### src/logic/zcdl_consts.svh
// Register offsets, field positions and reset values of the zero-cross logic
// Assumes inclusion by bare name from the design modules and the bench
`ifndef ZCDL_CONSTS_SVH
`define ZCDL_CONSTS_SVH
`define ZCDL_ADDR_W       8
`define ZCDL_OFF_CTRL     8'h00
`define ZCDL_OFF_FLAG     8'h04
`define ZCDL_OFF_IEN      8'h08
`define ZCDL_OFF_ICTL     8'h0C
`define ZCDL_OFF_STAT     8'h10
`define ZCDL_BIT_EN       7
`define ZCDL_BIT_OUT      5
`define ZCDL_BIT_POL      4
`define ZCDL_BIT_RISE     1
`define ZCDL_BIT_FALL     0
`define ZCDL_BIT_FLAG     0
`define ZCDL_BIT_IE       0
`define ZCDL_BIT_GIE      7
`define ZCDL_BIT_PERIPHERAL_GROUP_IRQ_ENABLE     6
`define ZCDL_BIT_CFG      0
`define ZCDL_BIT_ACT      1
`define ZCDL_RST_BIT      1'b0
`define ZCDL_RST_CFG      1'b1
`define ZCDL_RST_WORD     32'h00000000
`define ZCDL_RESP_OKAY    2'h0
`define ZCDL_RESP_SLVERR  2'h2
`define ZCDL_SYNC_STAGES  2
`endif

### src/logic/zcdl_pkg.sv
// Types used by the zero-cross logic top module
// Assumes the constants header is compiled alongside
package zcdl_pkg;
  typedef enum logic [2:0] {
    zcdl_reg_ctrl,
    zcdl_reg_flag,
    zcdl_reg_ien,
    zcdl_reg_ictl,
    zcdl_reg_stat,
    zcdl_reg_none
  } zcdl_reg_t;
  typedef enum logic [1:0] {
    zcdl_wr_idle,
    zcdl_wr_addr,
    zcdl_wr_data,
    zcdl_wr_resp
  } zcdl_wr_state_t;
  typedef enum logic {
    zcdl_rd_idle,
    zcdl_rd_resp
  } zcdl_rd_state_t;
endpackage

### src/logic/zcdl_sync.sv
// Two-stage synchroniser for the raw sink/source indication
// Assumes the input is asynchronous to aclk
`include "zcdl_consts.svh"
module zcdl_sync (
  input  wire logic aclk,
  input  wire logic aresetn,
  input  wire logic async_in,
  output logic      sync_out
);
  logic [`ZCDL_SYNC_STAGES-1:0] stage;
  logic [`ZCDL_SYNC_STAGES-1:0] next_stage;

  // Shift chain; only the last stage is read outside
  always_comb begin
    next_stage = {stage[`ZCDL_SYNC_STAGES-2:0], async_in};
  end

  always_ff @(posedge aclk) begin
    if (!aresetn) begin
      stage <= '0;
    end else begin
      stage <= next_stage;
    end
  end

  assign sync_out = stage[`ZCDL_SYNC_STAGES-1];
endmodule

### src/logic/zcdl_edge.sv
// Rising and falling edge detector on the detector output level
// Assumes the level is synchronous to aclk
`include "zcdl_consts.svh"
module zcdl_edge (
  input  wire logic aclk,
  input  wire logic aresetn,
  input  wire logic level,
  output logic      rise,
  output logic      fall
);
  logic prev;
  logic next_prev;

  always_comb begin
    next_prev = level;
  end

  always_ff @(posedge aclk) begin
    if (!aresetn) begin
      prev <= `ZCDL_RST_BIT;
    end else begin
      prev <= next_prev;
    end
  end

  // Separate detectors for each direction
  assign rise = level & ~prev;
  assign fall = ~level & prev;

  a_edge_exclusive: assert property (
    @(posedge aclk) disable iff (!aresetn) rise |-> !fall ##1 !rise)
    else $error("edge detector fired twice");
endmodule

### src/logic/zcdl_top.sv
// Zero-cross detector digital logic with AXI4-Lite register access
// Assumes a sense stage drives sense_sink and obeys sense_enable
//
// Local design decisions: register access over AXI4-Lite and the address map.
`include "zcdl_consts.svh"
module zcdl_top (
  input  wire logic        aclk,
  input  wire logic        aresetn,
  input  wire logic [7:0]  s_axi_awaddr,
  input  wire logic        s_axi_awvalid,
  output logic             s_axi_awready,
  input  wire logic [31:0] s_axi_wdata,
  input  wire logic [3:0]  s_axi_wstrb,
  input  wire logic        s_axi_wvalid,
  output logic             s_axi_wready,
  output logic [1:0]       s_axi_bresp,
  output logic             s_axi_bvalid,
  input  wire logic        s_axi_bready,
  input  wire logic [7:0]  s_axi_araddr,
  input  wire logic        s_axi_arvalid,
  output logic             s_axi_arready,
  output logic [31:0]      s_axi_rdata,
  output logic [1:0]       s_axi_rresp,
  output logic             s_axi_rvalid,
  input  wire logic        s_axi_rready,
  input  wire logic        sense_sink,
  input  wire logic        por_config_bit,
  output logic             sense_enable,
  output logic             crossing_level,
  output logic             irq
);
  zcdl_pkg::zcdl_wr_state_t wr_state;
  zcdl_pkg::zcdl_wr_state_t next_wr_state;
  zcdl_pkg::zcdl_rd_state_t rd_state;
  zcdl_pkg::zcdl_rd_state_t next_rd_state;
  zcdl_pkg::zcdl_reg_t      wr_sel;
  zcdl_pkg::zcdl_reg_t      rd_sel;
  logic [7:0]               wr_addr;
  logic [7:0]               next_wr_addr;
  logic [31:0]              wr_data;
  logic [31:0]              next_wr_data;
  logic [3:0]               wr_strb;
  logic [3:0]               next_wr_strb;
  logic [1:0]               bresp;
  logic [1:0]               next_bresp;
  logic [31:0]              rdata;
  logic [31:0]              next_rdata;
  logic [1:0]               rresp;
  logic [1:0]               next_rresp;
  logic                     wr_fire;
  logic [7:0]               use_addr;
  logic [31:0]              use_data;
  logic [3:0]               use_strb;
  logic                     wr_lane0;
  logic                     en;
  logic                     next_en;
  logic                     level_invert_bit;
  logic                     next_pol;
  logic                     rise_en;
  logic                     next_rise_en;
  logic                     fall_en;
  logic                     next_fall_en;
  logic                     flag;
  logic                     next_flag;
  logic                     ie;
  logic                     next_ie;
  logic                     global_irq_enable;
  logic                     next_gie;
  logic                     peripheral_group_irq_enable;
  logic                     next_peripheral_group_irq_enable;
  logic                     por_cfg;
  logic                     next_por_cfg;
  logic                     por_cfg_valid;
  logic                     next_por_cfg_valid;
  logic                     next_sense_enable;
  logic                     raw_sync;
  logic                     level;
  logic                     rise;
  logic                     fall;
  logic                     set_evt;
  logic                     clr_evt;
  logic                     detector_active;

  // Register decode shared by the write and read paths
  function automatic zcdl_pkg::zcdl_reg_t reg_decode(input logic [7:0] addr);
    zcdl_pkg::zcdl_reg_t sel;
    case (addr)
      `ZCDL_OFF_CTRL: sel = zcdl_pkg::zcdl_reg_ctrl;
      `ZCDL_OFF_FLAG: sel = zcdl_pkg::zcdl_reg_flag;
      `ZCDL_OFF_IEN:  sel = zcdl_pkg::zcdl_reg_ien;
      `ZCDL_OFF_ICTL: sel = zcdl_pkg::zcdl_reg_ictl;
      `ZCDL_OFF_STAT: sel = zcdl_pkg::zcdl_reg_stat;
      default:        sel = zcdl_pkg::zcdl_reg_none;
    endcase
    return sel;
  endfunction

  // Raw indication: one while sinking above the reference, zero while sourcing
  zcdl_sync u_sync (
    .aclk     (aclk),
    .aresetn  (aresetn),
    .async_in (sense_sink),
    .sync_out (raw_sync)
  );

  // Polarity applied after synchronisation; the result feeds readback and edges
  assign level = raw_sync ^ level_invert_bit;

  zcdl_edge u_edge (
    .aclk    (aclk),
    .aresetn (aresetn),
    .level   (level),
    .rise    (rise),
    .fall    (fall)
  );

  // Write channel: address and data accepted in either order
  assign s_axi_awready = (wr_state == zcdl_pkg::zcdl_wr_idle) ||
                         (wr_state == zcdl_pkg::zcdl_wr_data);
  assign s_axi_wready  = (wr_state == zcdl_pkg::zcdl_wr_idle) ||
                         (wr_state == zcdl_pkg::zcdl_wr_addr);
  assign s_axi_bvalid  = (wr_state == zcdl_pkg::zcdl_wr_resp);
  assign s_axi_bresp   = bresp;

  always_comb begin
    next_wr_state = wr_state;
    next_wr_addr  = wr_addr;
    next_wr_data  = wr_data;
    next_wr_strb  = wr_strb;
    next_bresp    = bresp;
    wr_fire       = 1'b0;
    use_addr      = wr_addr;
    use_data      = wr_data;
    use_strb      = wr_strb;
    case (wr_state)
      zcdl_pkg::zcdl_wr_idle: begin
        use_addr = s_axi_awaddr;
        use_data = s_axi_wdata;
        use_strb = s_axi_wstrb;
        if (s_axi_awvalid && s_axi_wvalid) begin
          wr_fire       = 1'b1;
          next_wr_state = zcdl_pkg::zcdl_wr_resp;
        end else if (s_axi_awvalid) begin
          next_wr_addr  = s_axi_awaddr;
          next_wr_state = zcdl_pkg::zcdl_wr_addr;
        end else if (s_axi_wvalid) begin
          next_wr_data  = s_axi_wdata;
          next_wr_strb  = s_axi_wstrb;
          next_wr_state = zcdl_pkg::zcdl_wr_data;
        end
      end
      zcdl_pkg::zcdl_wr_addr: begin
        use_data = s_axi_wdata;
        use_strb = s_axi_wstrb;
        if (s_axi_wvalid) begin
          wr_fire       = 1'b1;
          next_wr_state = zcdl_pkg::zcdl_wr_resp;
        end
      end
      zcdl_pkg::zcdl_wr_data: begin
        use_addr = s_axi_awaddr;
        if (s_axi_awvalid) begin
          wr_fire       = 1'b1;
          next_wr_state = zcdl_pkg::zcdl_wr_resp;
        end
      end
      zcdl_pkg::zcdl_wr_resp: begin
        if (s_axi_bready) begin
          next_wr_state = zcdl_pkg::zcdl_wr_idle;
        end
      end
      default: begin
        next_wr_state = zcdl_pkg::zcdl_wr_idle;
      end
    endcase
    if (wr_fire) begin
      next_bresp = (reg_decode(use_addr) == zcdl_pkg::zcdl_reg_none) ?
                   `ZCDL_RESP_SLVERR : `ZCDL_RESP_OKAY;
    end
  end

  always_ff @(posedge aclk) begin
    if (!aresetn) begin
      wr_state <= zcdl_pkg::zcdl_wr_idle;
      wr_addr  <= '0;
      wr_data  <= `ZCDL_RST_WORD;
      wr_strb  <= '0;
      bresp    <= `ZCDL_RESP_OKAY;
    end else begin
      wr_state <= next_wr_state;
      wr_addr  <= next_wr_addr;
      wr_data  <= next_wr_data;
      wr_strb  <= next_wr_strb;
      bresp    <= next_bresp;
    end
  end

  // Read channel: one outstanding read, answered the cycle after the address
  assign s_axi_arready = (rd_state == zcdl_pkg::zcdl_rd_idle);
  assign s_axi_rvalid  = (rd_state == zcdl_pkg::zcdl_rd_resp);
  assign s_axi_rdata   = rdata;
  assign s_axi_rresp   = rresp;
  assign rd_sel        = reg_decode(s_axi_araddr);

  always_comb begin
    next_rd_state = rd_state;
    next_rdata    = rdata;
    next_rresp    = rresp;
    case (rd_state)
      zcdl_pkg::zcdl_rd_idle: begin
        if (s_axi_arvalid) begin
          next_rd_state = zcdl_pkg::zcdl_rd_resp;
          next_rdata    = `ZCDL_RST_WORD;
          next_rresp    = `ZCDL_RESP_OKAY;
          case (rd_sel)
            zcdl_pkg::zcdl_reg_ctrl: begin
              next_rdata[`ZCDL_BIT_EN]   = en;
              next_rdata[`ZCDL_BIT_OUT]  = level;
              next_rdata[`ZCDL_BIT_POL]  = level_invert_bit;
              next_rdata[`ZCDL_BIT_RISE] = rise_en;
              next_rdata[`ZCDL_BIT_FALL] = fall_en;
            end
            zcdl_pkg::zcdl_reg_flag: next_rdata[`ZCDL_BIT_FLAG] = flag;
            zcdl_pkg::zcdl_reg_ien:  next_rdata[`ZCDL_BIT_IE] = ie;
            zcdl_pkg::zcdl_reg_ictl: begin
              next_rdata[`ZCDL_BIT_GIE]  = global_irq_enable;
              next_rdata[`ZCDL_BIT_PERIPHERAL_GROUP_IRQ_ENABLE] = peripheral_group_irq_enable;
            end
            zcdl_pkg::zcdl_reg_stat: begin
              next_rdata[`ZCDL_BIT_CFG] = por_cfg;
              next_rdata[`ZCDL_BIT_ACT] = detector_active;
            end
            default: next_rresp = `ZCDL_RESP_SLVERR;
          endcase
        end
      end
      zcdl_pkg::zcdl_rd_resp: begin
        if (s_axi_rready) begin
          next_rd_state = zcdl_pkg::zcdl_rd_idle;
        end
      end
      default: begin
        next_rd_state = zcdl_pkg::zcdl_rd_idle;
      end
    endcase
  end

  always_ff @(posedge aclk) begin
    if (!aresetn) begin
      rd_state <= zcdl_pkg::zcdl_rd_idle;
      rdata    <= `ZCDL_RST_WORD;
      rresp    <= `ZCDL_RESP_OKAY;
    end else begin
      rd_state <= next_rd_state;
      rdata    <= next_rdata;
      rresp    <= next_rresp;
    end
  end

  // Control, flag and enable registers
  assign wr_sel   = reg_decode(use_addr);
  assign wr_lane0 = wr_fire & use_strb[0];
  assign set_evt  = (rise & rise_en) | (fall & fall_en);
  assign clr_evt  = wr_lane0 && (wr_sel == zcdl_pkg::zcdl_reg_flag) &&
                    use_data[`ZCDL_BIT_FLAG];

  always_comb begin
    next_en      = en;
    next_pol     = level_invert_bit;
    next_rise_en = rise_en;
    next_fall_en = fall_en;
    next_ie      = ie;
    next_gie     = global_irq_enable;
    next_peripheral_group_irq_enable    = peripheral_group_irq_enable;
    if (wr_lane0 && (wr_sel == zcdl_pkg::zcdl_reg_ctrl)) begin
      next_en      = use_data[`ZCDL_BIT_EN];
      next_pol     = use_data[`ZCDL_BIT_POL];
      next_rise_en = use_data[`ZCDL_BIT_RISE];
      next_fall_en = use_data[`ZCDL_BIT_FALL];
    end
    if (wr_lane0 && (wr_sel == zcdl_pkg::zcdl_reg_ien)) begin
      next_ie = use_data[`ZCDL_BIT_IE];
    end
    if (wr_lane0 && (wr_sel == zcdl_pkg::zcdl_reg_ictl)) begin
      next_gie  = use_data[`ZCDL_BIT_GIE];
      next_peripheral_group_irq_enable = use_data[`ZCDL_BIT_PERIPHERAL_GROUP_IRQ_ENABLE];
    end
    // Only a software clear drops the flag, and a new edge wins over it
    next_flag = (flag & ~clr_evt) | set_evt;
  end

  // Configuration bit caught in the first cycle after reset release
  always_comb begin
    next_por_cfg       = por_cfg_valid ? por_cfg : por_config_bit;
    next_por_cfg_valid = 1'b1;
  end

  assign detector_active   = en | (por_cfg_valid & ~por_cfg);
  assign next_sense_enable = detector_active;

  always_ff @(posedge aclk) begin
    if (!aresetn) begin
      en            <= `ZCDL_RST_BIT;
      level_invert_bit           <= `ZCDL_RST_BIT;
      rise_en       <= `ZCDL_RST_BIT;
      fall_en       <= `ZCDL_RST_BIT;
      flag          <= `ZCDL_RST_BIT;
      ie            <= `ZCDL_RST_BIT;
      global_irq_enable           <= `ZCDL_RST_BIT;
      peripheral_group_irq_enable          <= `ZCDL_RST_BIT;
      por_cfg       <= `ZCDL_RST_CFG;
      por_cfg_valid <= `ZCDL_RST_BIT;
      sense_enable  <= `ZCDL_RST_BIT;
    end else begin
      en            <= next_en;
      level_invert_bit           <= next_pol;
      rise_en       <= next_rise_en;
      fall_en       <= next_fall_en;
      flag          <= next_flag;
      ie            <= next_ie;
      global_irq_enable           <= next_gie;
      peripheral_group_irq_enable          <= next_peripheral_group_irq_enable;
      por_cfg       <= next_por_cfg;
      por_cfg_valid <= next_por_cfg_valid;
      sense_enable  <= next_sense_enable;
    end
  end

  // No sleep gating anywhere: detection and interrupt run on aclk alone
  assign irq            = flag & ie & peripheral_group_irq_enable & global_irq_enable;
  assign crossing_level = level;

  a_rise_sets_flag: assert property (
    @(posedge aclk) disable iff (!aresetn) (rise && rise_en) |=> flag)
    else $error("enabled rising edge did not set flag");

  a_fall_sets_flag: assert property (
    @(posedge aclk) disable iff (!aresetn) (fall && fall_en) |=> flag)
    else $error("enabled falling edge did not set flag");

  a_flag_has_cause: assert property (
    @(posedge aclk) disable iff (!aresetn)
    (!flag ##1 flag) |-> $past(set_evt))
    else $error("flag set without an enabled edge");

  a_irq_needs_all: assert property (
    @(posedge aclk) disable iff (!aresetn)
    irq == (flag && ie && peripheral_group_irq_enable && global_irq_enable))
    else $error("interrupt gating wrong");

  a_level_polarity: assert property (
    @(posedge aclk) disable iff (!aresetn)
    (rd_state == zcdl_pkg::zcdl_rd_idle && s_axi_arvalid &&
     s_axi_araddr == `ZCDL_OFF_CTRL) |=> (s_axi_rdata[`ZCDL_BIT_OUT] ==
     ($past(raw_sync) ^ $past(level_invert_bit))))
    else $error("readback level does not match sink state");

  a_invert_feeds_edge: assert property (
    @(posedge aclk) disable iff (!aresetn)
    level_invert_bit |-> (level == !raw_sync))
    else $error("inverted level wrong");

  a_pol_change_edge: assert property (
    @(posedge aclk) disable iff (!aresetn)
    ($changed(level_invert_bit) && $stable(raw_sync)) |-> (rise || fall))
    else $error("polarity change gave no edge");

  a_flag_sticky: assert property (
    @(posedge aclk) disable iff (!aresetn) (flag && !clr_evt) |=> flag)
    else $error("flag cleared without software");

  a_set_beats_clear: assert property (
    @(posedge aclk) disable iff (!aresetn) (set_evt && clr_evt) |=> flag)
    else $error("edge lost during clear");

  a_pin_handover: assert property (
    @(posedge aclk) disable iff (!aresetn)
    $rose(en) |=> sense_enable [*2])
    else $error("pin not handed to sense stage");

  a_sync_two_stage: assert property (
    @(posedge aclk) disable iff (!aresetn)
    $past(aresetn, 2) |-> (raw_sync == $past(sense_sink, 2)))
    else $error("synchroniser latency not two cycles");

  a_bvalid_holds: assert property (
    @(posedge aclk) disable iff (!aresetn)
    (s_axi_bvalid && !s_axi_bready) |=> s_axi_bvalid)
    else $error("write response dropped");
endmodule

### config.mk
export PLATFORM = sky130hd
export DESIGN_NAME = zcdl_top
export DESIGN_NICKNAME = d
export VERILOG_FILES = /design/src/logic/zcdl_pkg.sv /design/src/logic/zcdl_sync.sv /design/src/logic/zcdl_edge.sv /design/src/logic/zcdl_top.sv
export VERILOG_INCLUDE_DIRS = /design/src /design/src/logic
export SDC_FILE = /design/constraint.sdc
export NUM_CORES = 1
export LEC_CHECK = 0
export ABC_AREA = 1
export BUFFER_PORTS_ARGS = -buffer_cell sky130_fd_sc_hd__buf_2
export CELL_PAD_IN_SITES_DETAIL_PLACEMENT = 0
export CELL_PAD_IN_SITES_GLOBAL_PLACEMENT = 1
export CORE_ASPECT_RATIO = 1.75
export CORE_MARGIN = 5
export CORE_UTILIZATION = 34
export DETAILED_ROUTE_END_ITERATION = 8
export GPL_TIMING_DRIVEN = 0
export PLACE_DENSITY_LB_ADDON = 0.25
export SYNTH_ARGS = -nofsm -noshare
export SYNTH_HDL_FRONTEND = slang
export SYNTH_HIERARCHICAL = 1
export SYNTH_SLANG_ARGS = --single-unit
### constraint.sdc
create_clock -name aclk -period 2.6 [get_ports aclk]
set_input_delay 0.26 -clock aclk [delete_from_list [all_inputs] [get_ports aclk]]
set_output_delay 0.26 -clock aclk [all_outputs]
set_load 0.02 [all_outputs]
==> After elaboration in Yosys (flattened, before gate mapping) <==
Index checks and enable logic that the tools add are counted.
{ "totals": {"word_cells": 113, "output_inout_bits": 44, "regBits": 44} }
{ "op_classes": {"n_mux": 28, "reduce_logical": 20, "bitwise": 21, "eq_ne": 23} }
{ "ops": {"columns": ["cell", "count"], "rows": [
  ["$eq A8 B4 Y1 const B", 4],
  ["$pmux W3 S5", 2],
  ["$mux W2", 9],
  ["$eq A8 B3 Y1 const B", 2],
  ["$eq A8 B5 Y1 const B", 2],
  ["$logic_not A8 Y1", 2],
  ["$mux W8", 2],
  ["$eq A3 B2 Y1 const B", 4],
  ["$and A1 B1 Y1", 10],
  ["$mux W1", 8],
  ["$pmux W2 S4", 1],
  ["$reduce_and A4 Y1", 2],
  ["$not A1 Y1", 7],
  ["$eq A3 B1 Y1 const B", 2],
  ["$eq A3 B3 Y1 const B", 2],
  ["$logic_and A1 B1 Y1", 6],
  ["$logic_not A3 Y1", 2],
  ["$pmux W1 S2", 3],
  ["$reduce_or A5 Y1", 1],
  ["$eq A2 B2 Y1 const B", 2],
  ["$ne A2 B2 Y1 const B", 2],
  ["$ne A4 B3 Y1 const B", 1],
  ["$pmux W1 S4", 1],
  ["$reduce_or A2 Y1", 2],
  ["10 further kinds", 13]
]} }

==> Depth between registers and ports, before layout <==
Gate-level depths: netlist of the first run.
{ "depth": {"word_depth": 11, "ltp_mapped": 12} }

==> Hierarchy <==
The synthesis of the first run kept the hierarchy.
{ "modules_own_cells": {"columns": ["mod", "area_each_um2", "cells_per_inst", "instances"], "rows": [
  ["zcdl_top", 2153.3, 325, 1],
  ["zcdl_sync", 55.1, 6, 1],
  ["zcdl_edge", 45.0, 7, 1]
]} }

==> Worst setup path after synthesis of the first run <==
No wires, ideal clock.
{ "synth_path": {"path_type": "reg2reg", "startpoint": "register wr_state[1]", "endpoint": "register en", "path_slack_ps": 800, "arrival_ps": 1667, "stages_incl_launch_ff": 11, "cell_sequence": "dfxtp_1 -> inv_1 -> ha_1 -> nor2_4 -> nand2_1 -> nand2_2 -> nand3_4 -> nor3_4 -> nand2_1 -> nand2_1 -> a21oi_1"} }
{ "synth_between": {"elab_chain_len": 7, "elab_cells_between_ends": 18} }
{ "synth_lines": {"columns": ["item", "line_no", "text"], "rows": [
  ["from (decl)", "zcdl_top.sv:32", "zcdl_pkg::zcdl_wr_state_t wr_state;"],
  ["from (signal assigned)", "zcdl_top.sv:184", "wr_state <= zcdl_pkg::zcdl_wr_idle;"],
  ["from (signal assigned)", "zcdl_top.sv:190", "wr_state <= next_wr_state;"],
  ["$eq A2 B2 Y1 or $logic_not A2 Y1 (tied branches)", "zcdl_top.sv:135", "case (wr_state)"],
  ["$reduce_or A2 Y1 (no source line)", null, null],
  ["$mux W8", "zcdl_top.sv:135", null],
  ["$eq A8 B5 Y1 (tied with other cells)", "zcdl_top.sv:87", "case (addr)"],
  ["$pmux W3 S5", "zcdl_top.sv:87", null],
  ["$logic_not A3 Y1", "zcdl_top.sv:275", "if (wr_lane0 && (wr_sel == zcdl_pkg::zcdl_reg_ctrl)) begin"],
  ["$logic_and A1 B1 Y1", "zcdl_top.sv:275", null],
  ["to (signal assigned)", "zcdl_top.sv:303", "en <= `ZCDL_RST_BIT;"],
  ["to (signal assigned)", "zcdl_top.sv:315", "en <= next_en;"],
  ["to (decl)", "zcdl_top.sv:55", "logic en;"]
]} }
Parallel ways exist; a longest one is shown, timed or not.
A chain may end at the register's enable or synchronous reset.

==> Worst setup path after layout of the first run <==
{ "layout_path": {"startpoint": "register wr_state[1]", "endpoint": "register global_irq_enable"} }
{ "layout_between": {"elab_chain_len": 7, "elab_cells_between_ends": 18} }
{ "layout_lines": {"columns": ["item", "line_no", "text"], "rows": [
  ["$eq A2 B2 Y1 or $logic_not A2 Y1 (tied branches)", "zcdl_top.sv:135", null],
  ["$reduce_or A2 Y1 (no source line)", null, null],
  ["$mux W8", "zcdl_top.sv:135", null],
  ["$eq A8 B5 Y1 (tied with other cells)", "zcdl_top.sv:87", null],
  ["$pmux W3 S5", "zcdl_top.sv:87", null],
  ["$eq A3 B2 Y1", "zcdl_top.sv:284", "if (wr_lane0 && (wr_sel == zcdl_pkg::zcdl_reg_ictl)) begin"],
  ["$logic_and A1 B1 Y1", "zcdl_top.sv:284", null],
  ["to (signal assigned)", "zcdl_top.sv:309", "global_irq_enable <= `ZCDL_RST_BIT;"],
  ["to (signal assigned)", "zcdl_top.sv:321", "global_irq_enable <= next_gie;"],
  ["to (decl)", "zcdl_top.sv:67", "logic global_irq_enable;"]
]} }
Parallel ways exist; a longest one is shown, timed or not.

==> impl_summary.md, run 1 <==
Status
The run finished with clean final reports.

Synth
The xor-xnor portion of the synthesized cell area is 0.389%. Summing the areas of all and, or, nand and nor instances in the mapped netlist gives 31.0% of the synthesized area. The synthesis warning total is 6.

The fraction of the mapped netlist area in adder cells is 2.78%. Among all flip-flop cells after synthesis, the most frequent one is sky130_fd_sc_hd__dfxtp_1. Synthesis produced 338 cells.

After synthesis, the cell types taking the most area are sky130_fd_sc_hd__dfxtp_1, sky130_fd_sc_hd__nand2_1, sky130_fd_sc_hd__buf_4. The complex-gate fraction of the synthesized area is 12.8%. After synthesis, the largest family of logic cells by area is simple AND/OR/NAND/NOR gates. In this run, distinct cell masters in the synthesized netlist total 30. Yosys mapped a number of flops with a built-in enable equal to 0.

The share of synthesized registers carrying an async set or reset is 0%. The share of synthesized area in the top cell type comes to 34.6%. Measured against the total synthesized area, the mux share comes to 0.444%. The per-instance average area after synthesis is 6.67 um^2. After synthesis, flip-flops and latches occupy 34.6% of the total area. Of all cell types, the one taking the most synthesized area is sky130_fd_sc_hd__dfxtp_1. The cell area after technology mapping is 2250 um^2. The commonest cells after synthesis are sky130_fd_sc_hd__nand2_1, sky130_fd_sc_hd__inv_1, sky130_fd_sc_hd__dfxtp_1, sky130_fd_sc_hd__nor2_1. In this run, synthesis produced a sequential element count of 39.

The most common cell in the netlist is sky130_fd_sc_hd__nand2_1.

Critical path
The critical-path cell with the highest stage delay is sky130_fd_sc_hd__dfxtp_1. The cell type with the highest occurrence count on the critical path is sky130_fd_sc_hd__nand2_1. The startpoint of the most critical register-to-register path is wr_state[1]$_SDFFE_PN0P_.

The endpoint required time on the critical path is 2740 ps. The kind of end point of the critical path is a flip-flop. For the worst setup path, the data arrival time is 2360 ps. STA classifies the critical path startpoint as a flip-flop. The critical path runs through a total of 10 cells. The startpoint of the most critical setup path is wr_state[1]$_SDFFE_PN0P_.

In this run the critical register-to-register path is captured at global_irq_enable$_SDFFE_PN0P_. The worst path buffer plus inverter count is 1. The endpoint of the worst setup timing path is global_irq_enable$_SDFFE_PN0P_. In this run the register-to-register setup slack is 380 ps. The highest cell delay on the worst timing path is 490 ps. Along the worst path, the maximum fanout reaches 10. The critical path start-end classification is flip-flop to flip-flop. The worst-case reg-to-reg path depth is 10.

The kind of cell adding the most delay to the critical path is simple AND/OR/NAND/NOR gates. Traced cell by cell, the critical path runs through inv_1 > ha_1 > nor2_4 > nand2_1 > nand2_2 > nand3_4 > nor2_1 > nand2_1 > nand2_1 > a21oi_1.

Pwr
Dividing total power by cell area gives a power density of 868 nW/um^2. The total chip power is 0.00248 W. Summed over all cells, the static leakage comes to 1.46 nW. VDD sags by at most 0.368 mV.

CTS
The root buffer selected by CTS is sky130_fd_sc_hd__clkbuf_16. The clock net sink count is 39. The total of cells resized after clock tree synthesis is 0. The CTS buffer count is 5. The latest clock arrival within the worst-skew pair is 280 ps. TritonCTS built the clock tree.

The deepest level of the CTS H-tree is 2. The number of setup buffers added after CTS is 0. The cts-stage hold buffer count is 0.

Clock-pin slew was measured on the worst setup and hold paths at 60 ps. The clock passes through at most 2 buffers.

Flow run
The tool flagged a number of max-cap violations equal to 0.

STA
Across all setup checks in the final design, the least slack found is 383 ps. The worst clock skew on the final layout is 3.93 ps. Adding up every negative setup slack in the final design gives 0 ps. Of the available clock period, the critical path in the final layout requires 85.3%.

The slew at the pin with the worst max-slew slack is 563 ps. For the finished layout, the period the worst path requires is 2220 ps. The max-slew violation total from the final report came to 0. Setup repair after global routing left no endpoint under its margin.

The number of hold violations in the final report is 0. The fmax is 451 MHz. Setup violations remaining at the end of the flow were counted as 0. The relative slew slack is 62.5%.

Detailed routing
For this block, the routed nets add up to 5710 um of wire. The final routed DRC violation total is 0. The wire length per cell after detailed routing is 11.4 um. The routed layout has 2187 vias. The count of nets left with antenna violations once routing finished came out at 0. The number of detailed-route iterations in the first pass is 4. The average vias per placed instance is 4.37.

After the first detailed-routing iteration, the DRC count stood at 85.

Floorplanning
The total I/O pin count is 105. The die span in x is 71.5 um. The die covers 8420 um^2.

The floorplan step defined a core boundary enclosing 6490 um^2. The floorplan has 39 rows. The starting density of the core is 34.7%.

The floorplan step set the die height to 118 um.

Placed design
The number of input and output port buffers inserted is 45. The cell area reported after detailed placement is 2680 um^2. The worst setup slack before clock tree synthesis is 374 ps. At the end of routability-driven placement, the weighted congestion stood at 0.821.

The HPWL after detailed placement is 4650 um.

GRT
The initial antenna violation count was 0. The first global-routing pass estimated 9480 um of wire. The number of global-route vias before repair was 2206.

The total global-route track usage is 13.9%. Entering global routing, the biggest net connects 13 pins. Global routing finished with a remaining overflow of 0.

Cells and area
The synthesis-to-layout area growth is 26.8%. The final layout net count is 483. The final cell area excluding filler cells is 2860 um^2. The final antenna diode count is 0. The utilization after layout is 44.0%. The post-route netlist has 22.5% of its cells at a drive strength greater than 1.

Worst hold path
The launch instance of the worst min-delay path is sense_sink. The worst min-delay path category is input port to flip-flop.
## placed cells by master, fill, tap and decap left out, types with 3 or more instances in the layout
cell type / netlist / layout
sky130_fd_sc_hd__nor3_1: 4 / 4
sky130_fd_sc_hd__conb_1: 1 / 28
sky130_fd_sc_hd__a21oi_1: 28 / 28
sky130_fd_sc_hd__clkbuf_1: 6 / 6
sky130_fd_sc_hd__buf_2: 1 / 46
sky130_fd_sc_hd__inv_1: 40 / 40
sky130_fd_sc_hd__buf_4: 28 / 28
sky130_fd_sc_hd__o21ai_0: 22 / 22
sky130_fd_sc_hd__dfxtp_1: 39 / 39
sky130_fd_sc_hd__nand2_1: 78 / 78
sky130_fd_sc_hd__ha_1: 5 / 5
sky130_fd_sc_hd__nand4_1: 5 / 5
sky130_fd_sc_hd__nand3_1: 23 / 23
sky130_fd_sc_hd__nor2_1: 37 / 37
sky130_fd_sc_hd__inv_2: 3 / 3
sky130_fd_sc_hd__nand2_2: 4 / 4
sky130_fd_sc_hd__clkbuf_16: 0 / 5
## registers in the layout, indices dropped and copies added (netlist names), 2 cells and up
signal,cells
wr_addr,8
s_axi_rdata,6
wr_state,2
wr_data,5
u_sync/stage,2
## tightest hold or removal path, stage by stage
cell                      delay (ps)
sky130_fd_sc_hd__buf_2            70
sky130_fd_sc_hd__nand2_1          40
sky130_fd_sc_hd__inv_1            40
## through the flow
step           instances  hold slack, ps
2_1_floorplan        365             288
6_report             500             158
4_1_cts              500             157
3_5_place_dp         492             406
5_1_grt              500             179
3_3_place_gp         492             407
## worst min-delay path by stage
stage               slack, ps                          to  depth (start not counted)
floorplan                 290       por_cfg_valid$_DFF_P_                          0
global placement          410  u_sync/stage[1]$_SDFF_PN0_                          2
detailed placement        410  u_sync/stage[1]$_SDFF_PN0_                          2
CTS                       160  u_sync/stage[0]$_SDFF_PN0_                          3
global route              180  u_sync/stage[0]$_SDFF_PN0_                          3
finish                    160  u_sync/stage[0]$_SDFF_PN0_                          3
## routing by layer
layer | wire [um] | part of all wire [%] | vias to the layer above | GRT usage [%]
li1 | - | - | 1168 | -
met1 | 2190 | 38 | 933 | 14.0
met2 | 2940 | 52 | 72 | 25.7
met3 | 370 | 6.5 | 14 | 2.91
met4 | 198 | 3.5 | 0 | 7.06
met5 | 0 | 0 | - | 0
## power by group
group / leakage (nW) / internal [W] / switching (W)
Sequential: 0.319 / 0.000668 / 0.0000521
Combinational: 1.05 / 0.000325 / 0.000718
Clock: 0.0868 / 0.000477 / 0.000240
## cell families after synthesis
kind of cell             count (synthesis)
AO/OA/AOI/OAI                           55
buffers and inverters                   78
adder cells (fa/ha/maj)                  5
flip-flops                              39
other                                    1
AND/OR/NAND/NOR                        158
XOR/XNOR                                 1
multiplexers                             1
## cell type report
| cell class | count | area (um^2) |
|---|---|---|
| sequential | 39 | 781 |
| timing repair buffer | 45 | 225 |
| buffer | 35 | 238 |
| fill | 712 | 3630 |
| clock buffer | 6 | 139 |
| tap | 82 | 103 |
| clock inverter | 2 | 35.0 |
| inverter | 43 | 161 |
| multi-input combinational | 248 | 1170 |
No activity file was read; power rests on OpenSTA's default activity.
==> inputs of run 2 (changes only) <==
Settings changed: BUFFER_PORTS_ARGS -buffer_cell sky130_fd_sc_hd__buf_2 to default, CORE_UTILIZATION 34 to 45, DONT_BUFFER_PORTS from default to 1.
==> impl_summary.md, run 2 (synthesis gave the netlist of run 1 again) <==
STA
The relative slew slack is 47.0%. The number of hold violations in the final report came to 0. The portion of the clock cycle consumed by the worst path in the final layout is 86.0%. The time the worst path needs with I/O delays and setup is 2240 ps.

The max-slew violation total from the final report is 0. The final worst setup slack is 365 ps. The worst clock skew on the final layout is 5.27 ps. The setup TNS is 0 ps. Setup violations remaining at the end of the flow were counted as 0. For the pin with the worst max-slew slack, the measured transition is 792 ps.

Setup repair after global routing left no endpoint under its margin. For this run, the top clock speed supported by timing is 447 MHz.

Critical path
The reg-to-reg setup timing slack is 360 ps. The startpoint of the most critical setup path is wr_state[1]$_SDFFE_PN0P_. The endpoint required time on the critical path is 2760 ps. Of all nets on the critical path, the largest fanout is 9. The endpoint identified for the worst register-to-register timing path is global_irq_enable$_SDFFE_PN0P_. The startpoint of the most critical register-to-register path is wr_state[1]$_SDFFE_PN0P_. The critical path start-end classification is flip-flop to flip-flop. For the worst setup path, the data arrival time is 2400 ps. The endpoint of the worst setup timing path is global_irq_enable$_SDFFE_PN0P_. The startpoint type of the worst setup path is a flip-flop.

The number of cells on the worst reg-to-reg path is 12. The kind of end point of the critical path is a flip-flop.

CTS
The maximum buffer depth of the clock tree is 2. The number of hold buffers added after CTS was 1. The deepest level of the CTS H-tree is 2. Clock-pin slew was measured on the worst setup and hold paths at 80 ps. The tree built by TritonCTS fans out to 39 sinks. The number of setup buffers added after CTS is 0. The latest clock arrival within the worst-skew pair is 290 ps. TritonCTS built the clock tree. The root buffer selected by CTS is sky130_fd_sc_hd__clkbuf_8. The CTS buffer count is 5.

The total of cells resized after clock tree synthesis is 0.

Floorplanning
The row count is 34. The die is 104 um tall. The die is 63.5 um wide.

The total I/O pin count is 105. The starting density of the core is 45.7%. The area of the die is 6580 um^2. The core region area is 4930 um^2.

Status
The run finished with clean final reports.

Pwr
In this run, the clock network consumes 26.6% of the power. The cell area power density is 893 nW/um^2. The internal power is 0.00133 W. The worst-case IR drop observed on VDD is 0.634 mV. The net switching fraction of the power is 41.9%.

For this design the static power due to leakage is 1.25 nW. Of the total power, combinational logic draws 41.2%. The part of the power in registers is 32.2%. For this design the total switching power over the nets is 0.000960 W.

Placed design
The cell area reported after detailed placement is 2420 um^2. The HPWL after detailed placement is 4290 um. The worst setup slack before clock tree synthesis is 341 ps. Routability-driven placement finished with a final weighted congestion of 0.796.

The number of input and output port buffers inserted is 0.

Detailed routing
The first routing iteration left 82 violations. The number of nets with antenna violations after routing is 0. For this run, the detailed router's first-pass iteration total came to 4. The routed wire length is 5280 um.

For this block, the via count after detailed routing is 2049. The average vias per placed instance is 4.79. The wire length per cell after detailed routing is 12.3 um. The final routed DRC violation total is 0.

Worst hold path
The worst hold path passes through 2 cells. The worst min-delay path category is input port to flip-flop.

Cells and area
The library cells used most frequently in the layout, excluding fill and tap cells, are sky130_fd_sc_hd__nand2_1, sky130_fd_sc_hd__inv_1, sky130_fd_sc_hd__dfxtp_1. The commonest non-fill, non-tap cell in the layout is sky130_fd_sc_hd__nand2_1. Summing all multi-input logic gate instances after layout gives 1170 um^2.

Counting the fill cells in the layout gives 503. Summing all flip-flop and latch instances after layout gives 781 um^2. The register with the most flip-flops in the layout has 8 of them. More flip-flops sit in one register than any other, and that register is wr_addr.

The final antenna diode count is 0. In the final layout, the share of cells above drive strength 1 is 13.1%. With fillers left out, the area of the finished cells amounts to 2570 um^2.

The synthesis-to-layout area growth is 14.0%. The final layout net count is 439.

GRT
The initial antenna violation count came to 0. Entering global routing, the biggest net connects 14 pins. The number of global-route vias before repair is 2063. The first global-routing pass estimated 9110 um of wire.

The global route total overflow is 0. The met3 track demand over resource is 5.20%. The total global-route track usage is 17.0%. The met1 global-route usage is 17.0%.

The global routing stage identified its most utilized layer as met2. For this run, global-route usage on met2 was measured as 31.5%.

Flow run
The count of max-cap constraint violations is 0.
run 2: cell types whose count changed in the layout (fill, tap and decap cells not counted), sizes merged:
cell and delta:
clkinv -1, bufinv +1, clkinvlp +1, dlygate4sd3 +1, clkbuf -1, buf -45
run 2: routing by layer:
layer / up-vias / share of wire, %
li1: 1083 / -
met1: 890 / 37
met2: 65 / 54
met3: 11 / 7.0
met4: 0 / 2.5
met5: - / 0
run 2: worst max-delay path, cell delays in order (launching register included):
cell and delay [ps]:
sky130_fd_sc_hd__dfxtp_1 490, sky130_fd_sc_hd__inv_1 190, sky130_fd_sc_hd__ha_1 300, sky130_fd_sc_hd__inv_2 110, sky130_fd_sc_hd__nand2_4 120, sky130_fd_sc_hd__nand2_1 100
sky130_fd_sc_hd__nand2_1 110, sky130_fd_sc_hd__inv_2 120, sky130_fd_sc_hd__nand3_1 80, sky130_fd_sc_hd__nor2_1 250, sky130_fd_sc_hd__nand2_1 110, sky130_fd_sc_hd__nand2_1 70
sky130_fd_sc_hd__a21oi_1 50
run 2: worst min-delay path by stage:
stage / start / slack, ps / end
after floorplan: aresetn / 290 / por_cfg_valid$_DFF_P_
after global placement: aresetn / 290 / por_cfg_valid$_DFF_P_
after detailed placement: aresetn / 290 / por_cfg_valid$_DFF_P_
after CTS: aresetn / 60 / u_sync/stage[1]$_SDFF_PN0_
after global routing: sense_sink / 50 / u_sync/stage[0]$_SDFF_PN0_
final: sense_sink / 60 / u_sync/stage[0]$_SDFF_PN0_
run 2: power by group through the flow:
stage | registers [W] | logic [W] | clock network (W)
6_report | 0.000739 | 0.000945 | 0.000609
5_1_grt | 0.000751 | 0.00108 | 0.000652
4_1_cts | 0.000740 | 0.000956 | 0.000622
3_5_place_dp | 0.000754 | 0.000954 | 0
3_3_place_gp | 0.000753 | 0.000940 | 0
2_1_floorplan | 0.000736 | 0.000794 | 0
run 2: layout make-up:
class	count	area share, %
Buffer	35	9.25
Clock buffer	5	2.68
Clock inverter	3	2.63
Inverter	43	6.28
Multi-Input combinational cell	248	45.7
Sequential cell	39	30.4
Tap cell	54	2.63
Timing Repair Buffer	1	0.390
run 2: metrics by stage:
stage | hold slack [ps] | util (%) | std cells | total power [W]
after global placement | 288 | 49.1 | 419 | 0.00169
final | 63.7 | 52.1 | 428 | 0.00229
after floorplan | 288 | - | 365 | 0.00153
after global routing | 49.5 | 52.1 | 428 | 0.00249
after detailed placement | 288 | 49.1 | 419 | 0.00171
after CTS | 58.1 | 52.1 | 428 | 0.00232
==> inputs of run 3 (changes only) <==
--- a/config.mk
+++ b/config.mk
@@ -17,3 +17,3 @@
 export GPL_TIMING_DRIVEN = 0
-export PLACE_DENSITY_LB_ADDON = 0.25
+export PLACE_DENSITY_LB_ADDON = 0.3
 export SYNTH_ARGS = -nofsm -noshare
--- a/constraint.sdc
+++ b/constraint.sdc
@@ -3,2 +3,2 @@
 set_output_delay 0.26 -clock aclk [all_outputs]
-set_load 0.02 [all_outputs]
+set_load 0.05 [all_outputs]
==> impl_summary.md, run 3 (synthesis gave the netlist of run 1 again) <==
CTS
The CTS tree is yes. In this run the deepest clock path goes through 2 buffers. The number of gates resized after CTS was 0. After clock tree synthesis, the flow added hold-fix buffers numbering 1. The clock net sink count is 39. Clock-pin slew was measured on the worst setup and hold paths at 80 ps.

The number of setup buffers added after CTS is 0. The later pin in the worst-skew pair is clocked with a latency of 290 ps. The root buffer selected by CTS is sky130_fd_sc_hd__clkbuf_8. The deepest level of the CTS H-tree is 2. In this run, CTS created clock tree buffers numbering 5.

STA
The max-slew violation total from the final report is 0. The setup TNS is 0 ps. The worst path meets setup with 266 ps of slack. Setup repair after global routing left no endpoint under its margin. The number of endpoints failing setup at the final stage is 0. The number of hold violations in the final report came to 0. Based on the critical path, the design can be clocked at up to 428 MHz.

For the pin with the worst max-slew slack, the measured transition is 1350 ps. The relative slew slack is 9.45%. For the final database, setup skew stands at 4.03 ps. The clock period could shrink to 2330 ps. Of the available clock period, the critical path in the final layout requires 89.8%.

Critical path
The highest cell delay on the worst timing path is 500 ps. In this run the worst path has a maximum fanout of 9. The critical path start-end classification is flip-flop to flip-flop. The worst setup path is launched from a flip-flop. The cell type with the highest occurrence count on the critical path is sky130_fd_sc_hd__nand2_1. The signal arrival time at the worst endpoint is 2500 ps. The endpoint required time on the critical path is 2760 ps. The critical path goes through inv_1 > ha_1 > inv_2 > nand2_4 > nand2_1 > nand2_1 > inv_2 > nand3_1 > nor2_1 > nand2_1 > nand2_1 > a21oi_1. The slowest stage of the critical path is the sky130_fd_sc_hd__dfxtp_1 cell.

For the worst flop-to-flop path, the logic depth is 12. The worst setup path is captured at a flip-flop.

Cells and area
The post-route netlist has 13.1% of its cells at a drive strength greater than 1. wr_addr holds more flip-flops than any other register. The library cell used most frequently in the layout, excluding fill and tap cells, is sky130_fd_sc_hd__nand2_1.

The final antenna diode count is 0. The number of standard cells in the final layout excluding fillers is 428. In the layout the commonest cells are sky130_fd_sc_hd__nand2_1, sky130_fd_sc_hd__inv_1, sky130_fd_sc_hd__dfxtp_1. The final layout net count is 439.

The synthesis-to-layout area growth is 13.2%. The final cell area excluding filler cells is 2550 um^2. The flip-flop count of the largest register after layout is 8.

Floorplanning
The total area inside the core boundary comes to 4930 um^2. The die is 63.5 um wide. During I/O placement, the number of pins put on the boundary was 105. The height of the chip is 104 um. The area of the die is 6580 um^2. In this run the core area contains 34 standard-cell rows. The starting density of the core is 45.7%.

Placed design
At the placement stage, the worst setup path has a slack of 280 ps. The HPWL after detailed placement is 4250 um. Once placement completed, the tool counted placed cells totaling 419. The number of input and output port buffers inserted is 0. The routability-driven placement congestion ratio is 0.861.

The cell area reported after detailed placement is 2420 um^2.

Flow run
The count of max-cap constraint violations is 0.

Pwr
The largest vdd supply drop is 0.632 mV. The cell leakage power is 1.25 nW. The clock network is responsible for 22.5% of the overall power. Per report_power, the combinational group accounts for 45.0% of the total. The power dissipated by switching net loads is 0.00111 W. The part of the power in registers is 32.6%.

The cell area power density is 932 nW/um^2. Net switching is 46.9% of the power. The internal power of the cells totals 0.00126 W.

GRT
The total overflow left after global routing is 0. The initial antenna violation count is 0. The total global-route track usage is 16.7%. The met3 track demand over resource is 5.42%.

The wire length of the first global-routing pass is 8950 um. The busiest layer in global routing is met2. Global routing used 17.8% of the available met1 tracks. The largest net degree at the start of global routing is 13. The number of global-route vias before repair is 1985.

The global routing met2 resource utilization is 29.2%.

Detailed routing
After detailed routing, the average wire length per cell comes to 12.4 um. In the routed design, unresolved DRC markers number 0. Once detail routing completed, the nets flagged for antenna violations numbered 0. The violation count after the first detailed-routing iteration is 91. The number of vias in the routed layout is 2049.

The average vias per placed instance is 4.79. The number of detailed-route iterations in the first pass is 4. For this block, the routed nets add up to 5290 um of wire.

Worst hold path
The min-delay analysis places its worst path in the category input port to flip-flop. The cell count of the worst hold path is 2.

Status
The run finished with clean final reports.
-- run 3: layout make-up --
class,instances,area (um^2)
Timing Repair Buffer,1,10.0
Inverter,43,161
Tap cell,54,67.6
Buffer,35,238
Multi-Input combinational cell,248,1170
Sequential cell,39,781
Fill cell,542,2380
Clock buffer,6,82.6
Clock inverter,2,35.0
-- run 3: worst max-delay path: cells and delay by family, from the launching register on --
family / cells / cell delay (ps)
adders and majority gates: 1 / 310
AOI/OAI and AO/OA: 1 / 50
and+or+nand+nor: 7 / 900
buffers and inverters: 3 / 430
DFF: 1 / 500
-- run 3: path summary, 6_finish.rpt --
kind | startpoint | endpoint | slack, ps
worst max-delay path | wr_state[1]$_SDFFE_PN0P_ | global_irq_enable$_SDFFE_PN0P_ | 270
worst min-delay path | sense_sink | u_sync/stage[0]$_SDFF_PN0_ | 60
worst max register to register | wr_state[1]$_SDFFE_PN0P_ | global_irq_enable$_SDFFE_PN0P_ | 270
worst min register to register | u_sync/stage[0]$_SDFF_PN0_ | u_sync/stage[1]$_SDFF_PN0_ | 420
-- run 3: through the flow --
stage	util [%]	hold slack, ps	total power, W
floorplan	-	288	0.00169
global placement	49.1	288	0.00185
detailed placement	49.1	288	0.00186
CTS	51.7	58.5	0.00239
global route	51.7	54.2	0.00255
finish	51.7	63.2	0.00238
-- run 3: power groups by stage --
stage          Sequential (W)  Combinational [W]  Clock (W)
6_report             0.000774            0.00107   0.000534
5_1_grt              0.000787            0.00119   0.000566
4_1_cts              0.000775            0.00108   0.000545
3_5_place_dp         0.000789            0.00107          0
3_3_place_gp         0.000786            0.00106          0
2_1_floorplan        0.000770           0.000917          0
-- run 3: routing by layer --
layer  up-vias  wire [um]
met5         -          0
met4         0        180
met3        13        376
met2        66       2710
met1       887       2020
li1       1083          -
